[src/pkg/ctx_sched_pkg.sv]
// package: context scheduler and system timer types and constants
package ctx_sched_pkg;

  localparam int NUM_CTX = 5;
  localparam int NUM_TICK = 5;
  localparam int PRIO_W = 3;
  localparam int CTX_W = 3;
  localparam int PRESCALE_W = 16;
  localparam int RATE_W = 4;

  localparam logic [CTX_W-1:0] MASTER_CTX = 3'h0;
  localparam logic [PRIO_W-1:0] PRIO_RESET = 3'h0;
  localparam logic [PRESCALE_W-1:0] PRESCALE_RESET = 16'h0000;
  localparam logic [RATE_W-1:0] RATE_MAX_SEL = 4'h9;

  // ----------------------------------------------------------------
  // execution state and interrupt response mode encodings
  // ----------------------------------------------------------------
  localparam logic [1:0] ST_HALTED = 2'h0;
  localparam logic [1:0] ST_NOT_READY = 2'h1;
  localparam logic [1:0] ST_READY = 2'h2;
  localparam logic [1:0] ST_RESET = 2'h0;

  localparam logic [1:0] MODE_STANDARD = 2'h0;
  localparam logic [1:0] MODE_FAST_VEC = 2'h1;
  localparam logic [1:0] MODE_FAST_SINGLE = 2'h2;
  localparam logic [1:0] MODE_RESET = 2'h0;

  // action the core takes when a context is entered for an interrupt
  typedef enum logic [1:0] {
    ACT_NONE,
    ACT_STACK_VECTOR,
    ACT_VECTOR_ONLY,
    ACT_RESUME
  } irq_action_e;

  // configuration write from the core, tagged with the writing context
  typedef struct packed {
    logic valid;
    logic [CTX_W-1:0] src_ctx;
    logic [CTX_W-1:0] dst_ctx;
    logic [1:0] state;
    logic [1:0] mode;
    logic [PRIO_W-1:0] prio;
  } ctx_wr_s;

  typedef struct packed {
    logic valid;
    logic [CTX_W-1:0] src_ctx;
    logic enable;
    logic [RATE_W-1:0] rate_sel;
    logic [PRESCALE_W-1:0] prescale;
  } tmr_wr_s;

  // one-cycle event from the core or a peripheral
  typedef struct packed {
    logic valid;
    logic [CTX_W-1:0] ctx;
  } ctx_evt_s;

  // per-timer-output routing: wake mode or standard interrupt
  typedef struct packed {
    logic enable;
    logic wake_mode;
    logic [CTX_W-1:0] ctx;
  } tick_route_s;

  typedef struct packed {
    logic valid;
    logic [CTX_W-1:0] ctx;
    irq_action_e action;
  } sched_out_s;

endpackage

[src/logic/ctx_scheduler.sv]
// module: hardware context scheduler with master precedence and timer wake
`timescale 1ns/1ps

// Function
// - five contexts, numbered zero to four
// - master context ready always wins selection
// - protected settings written only by master
// - double faults routed to master context
// - claim semaphores only for contexts one-four
// - master trap instruction traps to master
// - equal priority ties go to lowest number
// - priority zero to seven, seven highest
// - five ticks: base, half, quarter, eighth, sixteenth
// - standard mode stacks, vectors, nests
// - fast vectored: vector, no stacking, no nesting
// - fast single-thread resumes at current counter
// - states halted, not ready, ready per context
// - wake tick only moves not ready to ready
module ctx_scheduler #(
  parameter int NUM_CTX = ctx_sched_pkg::NUM_CTX,
  parameter int NUM_TICK = ctx_sched_pkg::NUM_TICK
) (
  input wire logic mclk_i,
  input wire logic rst_n_i,
  input wire ctx_sched_pkg::ctx_wr_s ctx_wr_i,
  input wire ctx_sched_pkg::tmr_wr_s tmr_wr_i,
  input wire ctx_sched_pkg::tick_route_s [NUM_TICK-1:0] tick_route_i,
  input wire logic route_wr_i,
  input wire logic [ctx_sched_pkg::CTX_W-1:0] route_src_i,
  input wire ctx_sched_pkg::ctx_evt_s irq_i,
  input wire ctx_sched_pkg::ctx_evt_s fault_i,
  input wire ctx_sched_pkg::ctx_evt_s trap_i,
  input wire ctx_sched_pkg::ctx_evt_s irq_done_i,
  input wire ctx_sched_pkg::ctx_evt_s claim_set_i,
  input wire ctx_sched_pkg::ctx_evt_s claim_clr_i,
  output ctx_sched_pkg::sched_out_s sched_o,
  output logic [NUM_CTX-1:0] pending_o,
  output logic [NUM_CTX-1:0] claim_o,
  output logic [NUM_TICK-1:0] tick_o
);

  typedef struct packed {
    logic [NUM_CTX-1:0][1:0] state;
    logic [NUM_CTX-1:0][1:0] mode;
    logic [NUM_CTX-1:0][ctx_sched_pkg::PRIO_W-1:0] prio;
    logic [NUM_CTX-1:0] pend;
    logic [NUM_CTX-1:0] busy;
    logic [NUM_CTX-1:0] claim;
    logic tmr_en;
    logic [ctx_sched_pkg::RATE_W-1:0] rate_sel;
    logic [ctx_sched_pkg::PRESCALE_W-1:0] prescale;
    ctx_sched_pkg::tick_route_s [NUM_TICK-1:0] route;
    ctx_sched_pkg::sched_out_s sel;
    logic [NUM_TICK-1:0] tick;
  } sched_st_s;

  sched_st_s st_q;
  sched_st_s st_d;
  logic [NUM_TICK-1:0] tick_raw;
  logic [NUM_CTX-1:0] wake;
  logic [NUM_CTX-1:0] req;
  logic best_found;
  logic [ctx_sched_pkg::CTX_W-1:0] best_ctx;
  logic [ctx_sched_pkg::PRIO_W-1:0] best_prio;
  logic [NUM_CTX-1:0] cfg_hit;
  logic [NUM_CTX-1:0] rdy;
  logic tmr_hit;
  logic route_hit;

  // ----------------------------------------------------------------
  // system timer
  // ----------------------------------------------------------------
  sys_tick_gen #(
    .NUM_TICK(NUM_TICK),
    .PRESCALE_W(ctx_sched_pkg::PRESCALE_W)
  ) u_tick (
    .mclk_i(mclk_i),
    .rst_n_i(rst_n_i),
    .enable_i(st_q.tmr_en),
    .rate_sel_i(st_q.rate_sel),
    .prescale_i(st_q.prescale),
    .tick_o(tick_raw)
  );

  // ----------------------------------------------------------------
  // event collection per context
  // ----------------------------------------------------------------
  always_comb
  begin
    wake = '0;
    req = '0;
    for (int t = 0; t < NUM_TICK; t++)
    begin
      if (tick_raw[t] && st_q.route[t].enable && int'(st_q.route[t].ctx) < NUM_CTX)
      begin
        if (st_q.route[t].wake_mode)
        begin
          wake[st_q.route[t].ctx] = 1'b1;
        end
        else
        begin
          req[st_q.route[t].ctx] = 1'b1;
        end
      end
    end
    if (irq_i.valid && int'(irq_i.ctx) < NUM_CTX)
    begin
      req[irq_i.ctx] = 1'b1;
    end
    // critical faults and the master trap land on context zero regardless of source
    if (fault_i.valid)
    begin
      req[ctx_sched_pkg::MASTER_CTX] = 1'b1;
    end
    if (trap_i.valid)
    begin
      req[ctx_sched_pkg::MASTER_CTX] = 1'b1;
    end
  end

  // ----------------------------------------------------------------
  // master-only write decode and per-context readiness
  // ----------------------------------------------------------------
  always_comb
  begin
    // writes from any other context die here, so nothing below can see them
    tmr_hit = tmr_wr_i.valid && tmr_wr_i.src_ctx == ctx_sched_pkg::MASTER_CTX;
    route_hit = route_wr_i && route_src_i == ctx_sched_pkg::MASTER_CTX;
    cfg_hit = '0;
    rdy = '0;
    for (int c = 0; c < NUM_CTX; c++)
    begin
      if (ctx_wr_i.valid && ctx_wr_i.src_ctx == ctx_sched_pkg::MASTER_CTX && int'(ctx_wr_i.dst_ctx) == c)
      begin
        cfg_hit[c] = 1'b1;
      end
      // only a ready context may be picked; halted and not-ready never run
      rdy[c] = (st_q.state[c] == ctx_sched_pkg::ST_READY);
    end
  end

  // ----------------------------------------------------------------
  // selection: master first, then highest priority, lowest index on ties
  // ----------------------------------------------------------------
  always_comb
  begin
    best_found = 1'b0;
    best_ctx = ctx_sched_pkg::MASTER_CTX;
    best_prio = ctx_sched_pkg::PRIO_RESET;
    // walking downwards with >= lets the lower number win a tie
    for (int c = NUM_CTX - 1; c >= 0; c--)
    begin
      if (rdy[c] && (!best_found || st_q.prio[c] >= best_prio))
      begin
        best_found = 1'b1;
        best_ctx = c[ctx_sched_pkg::CTX_W-1:0];
        best_prio = st_q.prio[c];
      end
    end
    if (rdy[0])
    begin
      best_found = 1'b1;
      best_ctx = ctx_sched_pkg::MASTER_CTX;
    end
  end

  // ----------------------------------------------------------------
  // next state
  // ----------------------------------------------------------------
  always_comb
  begin
    st_d = st_q;
    st_d.tick = tick_raw;
    if (tmr_hit)
    begin
      st_d.tmr_en = tmr_wr_i.enable;
      st_d.rate_sel = tmr_wr_i.rate_sel;
      st_d.prescale = tmr_wr_i.prescale;
    end
    if (route_hit)
    begin
      st_d.route = tick_route_i;
    end

    // ----------------------------------------------------------------
    // per-context state, pending and busy
    // ----------------------------------------------------------------
    for (int c = 0; c < NUM_CTX; c++)
    begin
      if (irq_done_i.valid && int'(irq_done_i.ctx) == c)
      begin
        st_d.busy[c] = 1'b0;
      end
      // a master write decides the state outright; an event in that cycle never undoes it
      if (cfg_hit[c])
      begin
        st_d.state[c] = ctx_wr_i.state;
        st_d.mode[c] = ctx_wr_i.mode;
        st_d.prio[c] = ctx_wr_i.prio;
      end
      // any event readies a not-ready context; halted ones stay put
      else if ((req[c] || wake[c]) && st_q.state[c] == ctx_sched_pkg::ST_NOT_READY)
      begin
        st_d.state[c] = ctx_sched_pkg::ST_READY;
      end
      // a wake tick never leaves a pending request behind
      if (req[c] && st_q.state[c] != ctx_sched_pkg::ST_HALTED)
      begin
        st_d.pend[c] = 1'b1;
      end
    end

    // ----------------------------------------------------------------
    // claim semaphores
    // ----------------------------------------------------------------
    // the master context owns no semaphore, so its bit is forced low
    st_d.claim[0] = 1'b0;
    for (int c = 1; c < NUM_CTX; c++)
    begin
      // a set and a clear in one cycle leave the claim held
      if (claim_set_i.valid && int'(claim_set_i.ctx) == c)
      begin
        st_d.claim[c] = 1'b1;
      end
      else if (claim_clr_i.valid && int'(claim_clr_i.ctx) == c)
      begin
        st_d.claim[c] = 1'b0;
      end
    end

    // ----------------------------------------------------------------
    // interrupt entry action for the selected context
    // ----------------------------------------------------------------
    st_d.sel.valid = best_found;
    st_d.sel.ctx = best_ctx;
    st_d.sel.action = ctx_sched_pkg::ACT_NONE;
    if (best_found && st_q.pend[best_ctx])
    begin
      case (st_q.mode[best_ctx])
        ctx_sched_pkg::MODE_STANDARD:
        begin
          // nesting allowed: each pending request stacks again
          st_d.sel.action = ctx_sched_pkg::ACT_STACK_VECTOR;
          st_d.pend[best_ctx] = req[best_ctx];
          st_d.busy[best_ctx] = 1'b1;
        end
        ctx_sched_pkg::MODE_FAST_VEC:
        begin
          // a request waits until the current handler signals done
          if (!st_q.busy[best_ctx])
          begin
            st_d.sel.action = ctx_sched_pkg::ACT_VECTOR_ONLY;
            st_d.pend[best_ctx] = req[best_ctx];
            st_d.busy[best_ctx] = 1'b1;
          end
        end
        ctx_sched_pkg::MODE_FAST_SINGLE:
        begin
          st_d.sel.action = ctx_sched_pkg::ACT_RESUME;
          st_d.pend[best_ctx] = req[best_ctx];
        end
        default:
        begin
          // encoding 11 is undefined; it behaves as standard mode
          st_d.sel.action = ctx_sched_pkg::ACT_STACK_VECTOR;
          st_d.pend[best_ctx] = req[best_ctx];
          st_d.busy[best_ctx] = 1'b1;
        end
      endcase
    end
  end

  // ----------------------------------------------------------------
  // state register
  // ----------------------------------------------------------------
  always_ff @(posedge mclk_i)
  begin
    if (!rst_n_i)
    begin
      // contexts come up halted, so nothing runs until the master writes a state
      st_q <= '0;
      st_q.state <= {NUM_CTX{ctx_sched_pkg::ST_RESET}};
      st_q.mode <= {NUM_CTX{ctx_sched_pkg::MODE_RESET}};
      st_q.prio <= {NUM_CTX{ctx_sched_pkg::PRIO_RESET}};
      st_q.prescale <= ctx_sched_pkg::PRESCALE_RESET;
    end
    else
    begin
      st_q <= st_d;
    end
  end

  // ----------------------------------------------------------------
  // outputs straight from the state register
  // ----------------------------------------------------------------
  assign sched_o = st_q.sel;
  assign pending_o = st_q.pend;
  assign claim_o = st_q.claim;
  assign tick_o = st_q.tick;

endmodule // ctx_scheduler

[src/logic/sys_tick_gen.sv]
// module: system timer producing five binary-divided periodic ticks
`timescale 1ns/1ps
module sys_tick_gen #(
  parameter int NUM_TICK = ctx_sched_pkg::NUM_TICK,
  parameter int PRESCALE_W = ctx_sched_pkg::PRESCALE_W
) (
  input wire logic mclk_i,
  input wire logic rst_n_i,
  input wire logic enable_i,
  input wire logic [ctx_sched_pkg::RATE_W-1:0] rate_sel_i,
  input wire logic [PRESCALE_W-1:0] prescale_i,
  output logic [NUM_TICK-1:0] tick_o
);

  typedef struct packed {
    logic [9:0] rate_cnt;
    logic [PRESCALE_W-1:0] pre_cnt;
    logic [NUM_TICK-2:0] div;
    logic [NUM_TICK-1:0] tick;
  } tick_st_s;

  tick_st_s st_q;
  tick_st_s st_d;
  logic [ctx_sched_pkg::RATE_W-1:0] sel_eff;
  logic [9:0] rate_top;
  logic rate_hit;
  logic base;

  // ----------------------------------------------------------------
  // bit-rate divider then prescaler; undefined selects clamp to 1024
  // ----------------------------------------------------------------
  always_comb
  begin
    sel_eff = (rate_sel_i > ctx_sched_pkg::RATE_MAX_SEL) ? ctx_sched_pkg::RATE_MAX_SEL : rate_sel_i;
    rate_top = 10'((11'h2 << sel_eff) - 11'h1);
    rate_hit = (st_q.rate_cnt >= rate_top);
    base = 1'b0;
    st_d = st_q;
    st_d.tick = '0;
    if (!enable_i)
    begin
      st_d.rate_cnt = '0;
      st_d.pre_cnt = '0;
      st_d.div = '0;
    end
    else if (rate_hit)
    begin
      st_d.rate_cnt = '0;
      // a prescale of zero is treated as one so the timer never stalls
      if (st_q.pre_cnt + 1'b1 >= prescale_i || prescale_i == '0)
      begin
        st_d.pre_cnt = '0;
        base = 1'b1;
      end
      else
      begin
        st_d.pre_cnt = st_q.pre_cnt + 1'b1;
      end
    end
    else
    begin
      st_d.rate_cnt = st_q.rate_cnt + 10'h1;
    end
    // output 0 at base rate, output k every 2^k base periods
    st_d.tick[0] = base;
    for (int k = 1; k < NUM_TICK; k++)
    begin
      // output k fires on the base event that completes 2^k of them
      st_d.tick[k] = base;
      for (int j = 0; j < k; j++)
      begin
        st_d.tick[k] = st_d.tick[k] && st_q.div[j];
      end
    end
    if (base)
    begin
      st_d.div = st_q.div + 1'b1;
    end
  end

  always_ff @(posedge mclk_i)
  begin
    if (!rst_n_i)
    begin
      st_q <= '0;
    end
    else
    begin
      st_q <= st_d;
    end
  end

  assign tick_o = st_q.tick;

endmodule // sys_tick_gen

[config.mk]
export PLATFORM = sky130hd
export DESIGN_NAME = ctx_scheduler
export DESIGN_NICKNAME = d
export VERILOG_FILES = /design/src/pkg/ctx_sched_pkg.sv /design/src/logic/ctx_scheduler.sv /design/src/logic/sys_tick_gen.sv
export SDC_FILE = /design/constraint.sdc
export NUM_CORES = 1
export LEC_CHECK = 0
export BUFFER_PORTS_ARGS = -buffer_cell sky130_fd_sc_hd__buf_2
export CAP_MARGIN = 10
export CORE_ASPECT_RATIO = 0.9
export CORE_MARGIN = 8
export CORE_UTILIZATION = 50
export DETAILED_ROUTE_END_ITERATION = 8
export GPL_TIMING_DRIVEN = 0
export PLACE_DENSITY = 0.77
export REMOVE_ABC_BUFFERS = 1
export SLEW_MARGIN = 20
export SYNTH_ARGS = -nofsm -noshare
export SYNTH_HDL_FRONTEND = slang
export SYNTH_HIERARCHICAL = 1
export SYNTH_SLANG_ARGS = --single-unit
[constraint.sdc]
create_clock -name mclk_i -period 8.23 [get_ports mclk_i]
set_clock_uncertainty 0.05 [all_clocks]
set_input_delay 0.823 -clock mclk_i [delete_from_list [all_inputs] [get_ports mclk_i]]
set_output_delay 0.823 -clock mclk_i [all_outputs]
set_load 0.01 [all_outputs]
; Word-level counts from Yosys, hierarchy flattened
; Cells that the tools add are included.
[classes]
addsub = 4
order_cmp = 27
n_eq_ne = 29
shift = 1
muxes = 108
n_bitwise = 12
reduce_logical = 95
[op_table]
columns = cell, n
row1 = $mux 5, 22
row2 = $logic_and 1x1->1, 58
row3 = $or 5x5->5, 10
row4 = $mux 1, 44
row5 = $eq 3x3->1 const B, 12
row6 = $mux 3, 10
row7 = $lt 3x4->1 const B, 7
row8 = $reduce_bool 2->1, 14
row9 = $mux 2, 12
row10 = $demux 1 s3, 7
row11 = $ge 3x1->1 const B, 7
row12 = $mux 10, 2
row13 = $lt 3x3->1 const B, 6
row14 = $add 16x1->16 const B, 1
row15 = $ge 16x16->1, 1
row16 = $logic_not 16->1, 1
row17 = $mux 16, 1
row18 = $logic_not 3->1, 5
row19 = $eq 2x1->1 const B, 6
row20 = $eq 2x2->1 const B, 6
row21 = $eq 3x2->1 const B, 4
row22 = $ge 3x3->1, 4
row23 = $mux 4, 3
row24 = $add 10x1->10 const B, 1
row25 = 16 further kinds, 32
[word_totals]
regBits = 142
inputBits = 94
out_inout_bits = 21
elab_cells = 324

; Longest topological paths before layout
[depth]
ltp_word = 28
depth_mapped = 29
depth_no_buf = 28

; By module
; The synthesis kept the hierarchy.
[by_module_without_submodules]
columns = module, n_inst, cells_each, area_each_um2, seq_area_each_um2
row1 = ctx_scheduler, 1, 676, 5308.8, 2062.0
row2 = sys_tick_gen, 1, 299, 2438.6, 700.7

; Worst setup path after synthesis
; No wires, ideal clock.
[synth_timing]
path_kind = reg-to-reg
start = register, netlist name st_q[105]
end = register, netlist name st_q[64]
setup_ns = 0.142
arrival_time_ns = 5.809
required_time_ns = 8.038
slack_ns = 2.229
stages_incl_launch_ff = 23
path_buffers = 0
synth_period_minus_slack_ns = 6.001
path_cell_list = dfxtp_1 > and2b_1 > and2_1 > ha_1 > nand2b_1 > a2111oi_4 > nor3_2 > mux2_2 > ha_1 > nor2b_1 > o21ai_0 > o21ai_1 > mux2_2 > ha_1 > nand2b_1 > a21oi_1 > o21ai_2 > nor4_4 > a21oi_1 > or4_1 > ha_1 > o41ai_2 > o32ai_1

==> results.sh <==
export IMPL_status="complete, no violations"
export IMPL_grt_pass1_wl_um=33040
export IMPL_die_area_um2=19740
export IMPL_synth_cell_type_count=83
export IMPL_antenna_found_initial=1
export IMPL_clk_insertion_delay_late_ps=420
export IMPL_post_route_min_period_ps=7182
export IMPL_critPathLaunchType="flip-flop"
export IMPL_synth_edf_count=0
export IMPL_ys_top_cells_by_count="nand2_1, dfxtp_1, a21oi_1"
export IMPL_drive_gt1_share_pct=15.83
export IMPL_cts_repair_resized=0
export IMPL_critPathKind="reg2reg"
export IMPL_die_y_um=134.1
export IMPL_drt_iter0_markers=579
export IMPL_path_common_cell="ha_1"
export IMPL_ys_warn_count=6
export IMPL_gr_usage_met3_pct=5.354
export IMPL_setup_viol=0
export IMPL_rows=43
export IMPL_async_reset_ff_share_pct=0
export IMPL_die_w_um=147.2
export IMPL_p_leak_nw=3.370
export IMPL_synth_top_area_share_pct=35.66
export IMPL_start_util_pct=50.70
export IMPL_core_area_um2=15280
export IMPL_synth_area_um2=7747
export IMPL_power_mw=1.521
export IMPL_synth_area_leader_cell="dfxtp_1"
export IMPL_gp_congestion=0.9171
export IMPL_ys_seq_area_share_pct=35.66
export IMPL_finalMaxSlewViolations=0
export IMPL_post_route_drc_count=0
export IMPL_synth_most_common_cell="nand2_1"
export IMPL_dp_cells=1226
export IMPL_drv_cap=0
export IMPL_cts_root_buf="clkbuf_16"
export IMPL_cts_hold_buf=0
export IMPL_cts_tree="built"
export IMPL_fin_setup_tns_ps=0
export IMPL_grt_busiest_layer="met2"
export IMPL_fin_area_um2=8828
export IMPL_area_growth_syn_to_layout_pct=13.95
export IMPL_required_ps=8510
export IMPL_synth_avg_cell_area_um2=7.946
export IMPL_ir_drop_uv=158.8
export IMPL_syn_inst=975
export IMPL_grt_use_met2_pct=32.20
export IMPL_cp_slowest_cell="o21ai_1"
export IMPL_clock_sinks=138
export IMPL_clkTransAtPathRegs_ps=60
export IMPL_hp_class="reg2reg"
export IMPL_via_per_inst=5.680
export IMPL_end_kind="flip-flop"
export IMPL_worst_slew_pin_slew_ps=951.3
export IMPL_cts_setup_buffers=0
export IMPL_power_density_nw_per_um2=172.3
export IMPL_cp_top_family="compound AO/OA/AOI/OAI gates"
export IMPL_numPortBuffers=107
export IMPL_final_cells=1258
export IMPL_io_pins=115
export IMPL_drt_wl_total_um=19700
export IMPL_max_slew_margin_pct=36.34
export IMPL_cpPeakStageDelay_ps=620
export IMPL_cp_arrival_ps=7460
export IMPL_grt_overflow=0
export IMPL_setup_slack_ps=1049
export IMPL_fmaxAchievable_mhz=139.2
export IMPL_vias=7146
export IMPL_met1_usage_pct=25.55
export IMPL_dr_pass1_iters=5
export IMPL_track_usage_pct=20.19
export IMPL_htree_num_levels=4
export IMPL_fin_hold_ws_ps=406.6
export IMPL_ys_seq_elements=138
export IMPL_cts_buffers=17
export IMPL_grt_pass1_vias=6911
export IMPL_clockBufferDepth=2
export IMPL_path_buf_inv=1
export IMPL_worst_path_max_fanout=9
export IMPL_fin_crit_sh_pct=87.26
export IMPL_place_ws_ps=1197
export IMPL_wl_per_cell_um=15.66
export IMPL_post_dp_cell_area_um2=8264
export IMPL_grt_max_degree=46
export IMPL_final_nets=1177
export IMPL_cp_cell_sequence="and2b_1 -> and2_1 -> ha_1 -> nand2b_1 -> a2111oi_4 -> nor3_2 -> mux2_2 -> ha_1 -> nor2b_1 -> o21ai_0 -> o21ai_1 -> mux2_2 -> ha_1 -> nand2b_1 -> a21oi_1 -> o21ai_2 -> nor4_4 -> a21oi_1 -> nor4_1 -> ha_1 -> inv_1 -> o31a_1 -> a221oi_1"
export IMPL_hpwl_um=14230
export IMPL_rsz0062_at_grt="no"
export IMPL_ant_nets=0
export IMPL_ys_flop_type="dfxtp_1"
export IMPL_finish_utilization_pct=57.78
export IMPL_yosys_top_cells_area="dfxtp_1, nand2_1, ha_1"
export IMPL_hold_viol_final=0
cell families (layout without fill, tap and decap cells):
logic type / after synthesis / after routing / synth area share [%]
compound gates: 220 / 220 / 18.82
xor+xnor: 23 / 23 / 2.600
fa+ha+maj: 40 / 40 / 6.460
buf+inv: 105 / 185 / 6.379
flops: 138 / 138 / 35.66
mux: 14 / 14 / 1.841
other cells: 1 / 2 / 0.04840
simple gates: 434 / 434 / 28.20
state kept, by name, summed over array words and instances (netlist names):
name,count
claim_o,4
pending_o,5
sched_o,6
st_q,83
tick_o,5
u_tick/st_q,30
u_tick/tick_o,5
tightest hold or removal path: stages, from the launching register on:
cell	delay, ps
dfxtp_1	310
nand2_1	50
a21oi_1	50
layout by cell type, fill, tap and decap left out, types with 7 or more instances in the layout:
| master | n |
|---|---|
| a21oi_1 | 92 |
| o21ai_0 | 22 |
| dfxtp_1 | 138 |
| ha_1 | 40 |
| nand2b_1 | 12 |
| xnor2_1 | 12 |
| xor2_1 | 11 |
| nand2_1 | 167 |
| nand3_1 | 37 |
| a21o_1 | 7 |
| inv_1 | 41 |
| nand4_1 | 11 |
| buf_2 | 110 |
| and3_1 | 11 |
| nor3b_1 | 7 |
| nor2b_1 | 11 |
| a22oi_1 | 7 |
| a31oi_1 | 15 |
| nor4_1 | 12 |
| mux2i_1 | 12 |
| nor3_1 | 21 |
| nor2_1 | 77 |
| a221oi_1 | 8 |
| and2_1 | 15 |
| clkbuf_16 | 17 |
area by class of cell:
cell class,count,area (um^2)
multi-input cells,732,4507
fillers,1414,6451
clock inverters,9,97.59
clock buffers,22,464.2
diodes,1,2.502
inverters,42,160.2
repair buffers,112,581.8
flip-flops and latches,138,2763
well taps,202,252.7
path summary, 6_finish.rpt:
check	startpoint	to	slack, ps	cells after the start
min reg2reg	st_q[84]	st_q[84]	410	2
min	st_q[84]	st_q[84]	410	2
max reg2reg	st_q[105]	pending_o[4]	1050	23
max	st_q[105]	pending_o[4]	1050	23
power breakdown:
part           total (mW)  switching [mW]  internal (mW)
Sequential          0.682         0.00721          0.675
Clock               0.741           0.284          0.456
Combinational      0.0986          0.0574         0.0412
routing by layer:
layer / share of wire [%] / vias up
li1: - / 3605
met1: 47 / 3302
met2: 45 / 214
met3: 6.1 / 25
met4: 1.7 / 0
met5: 0 / -
No activity file was read; power rests on OpenSTA's default activity.
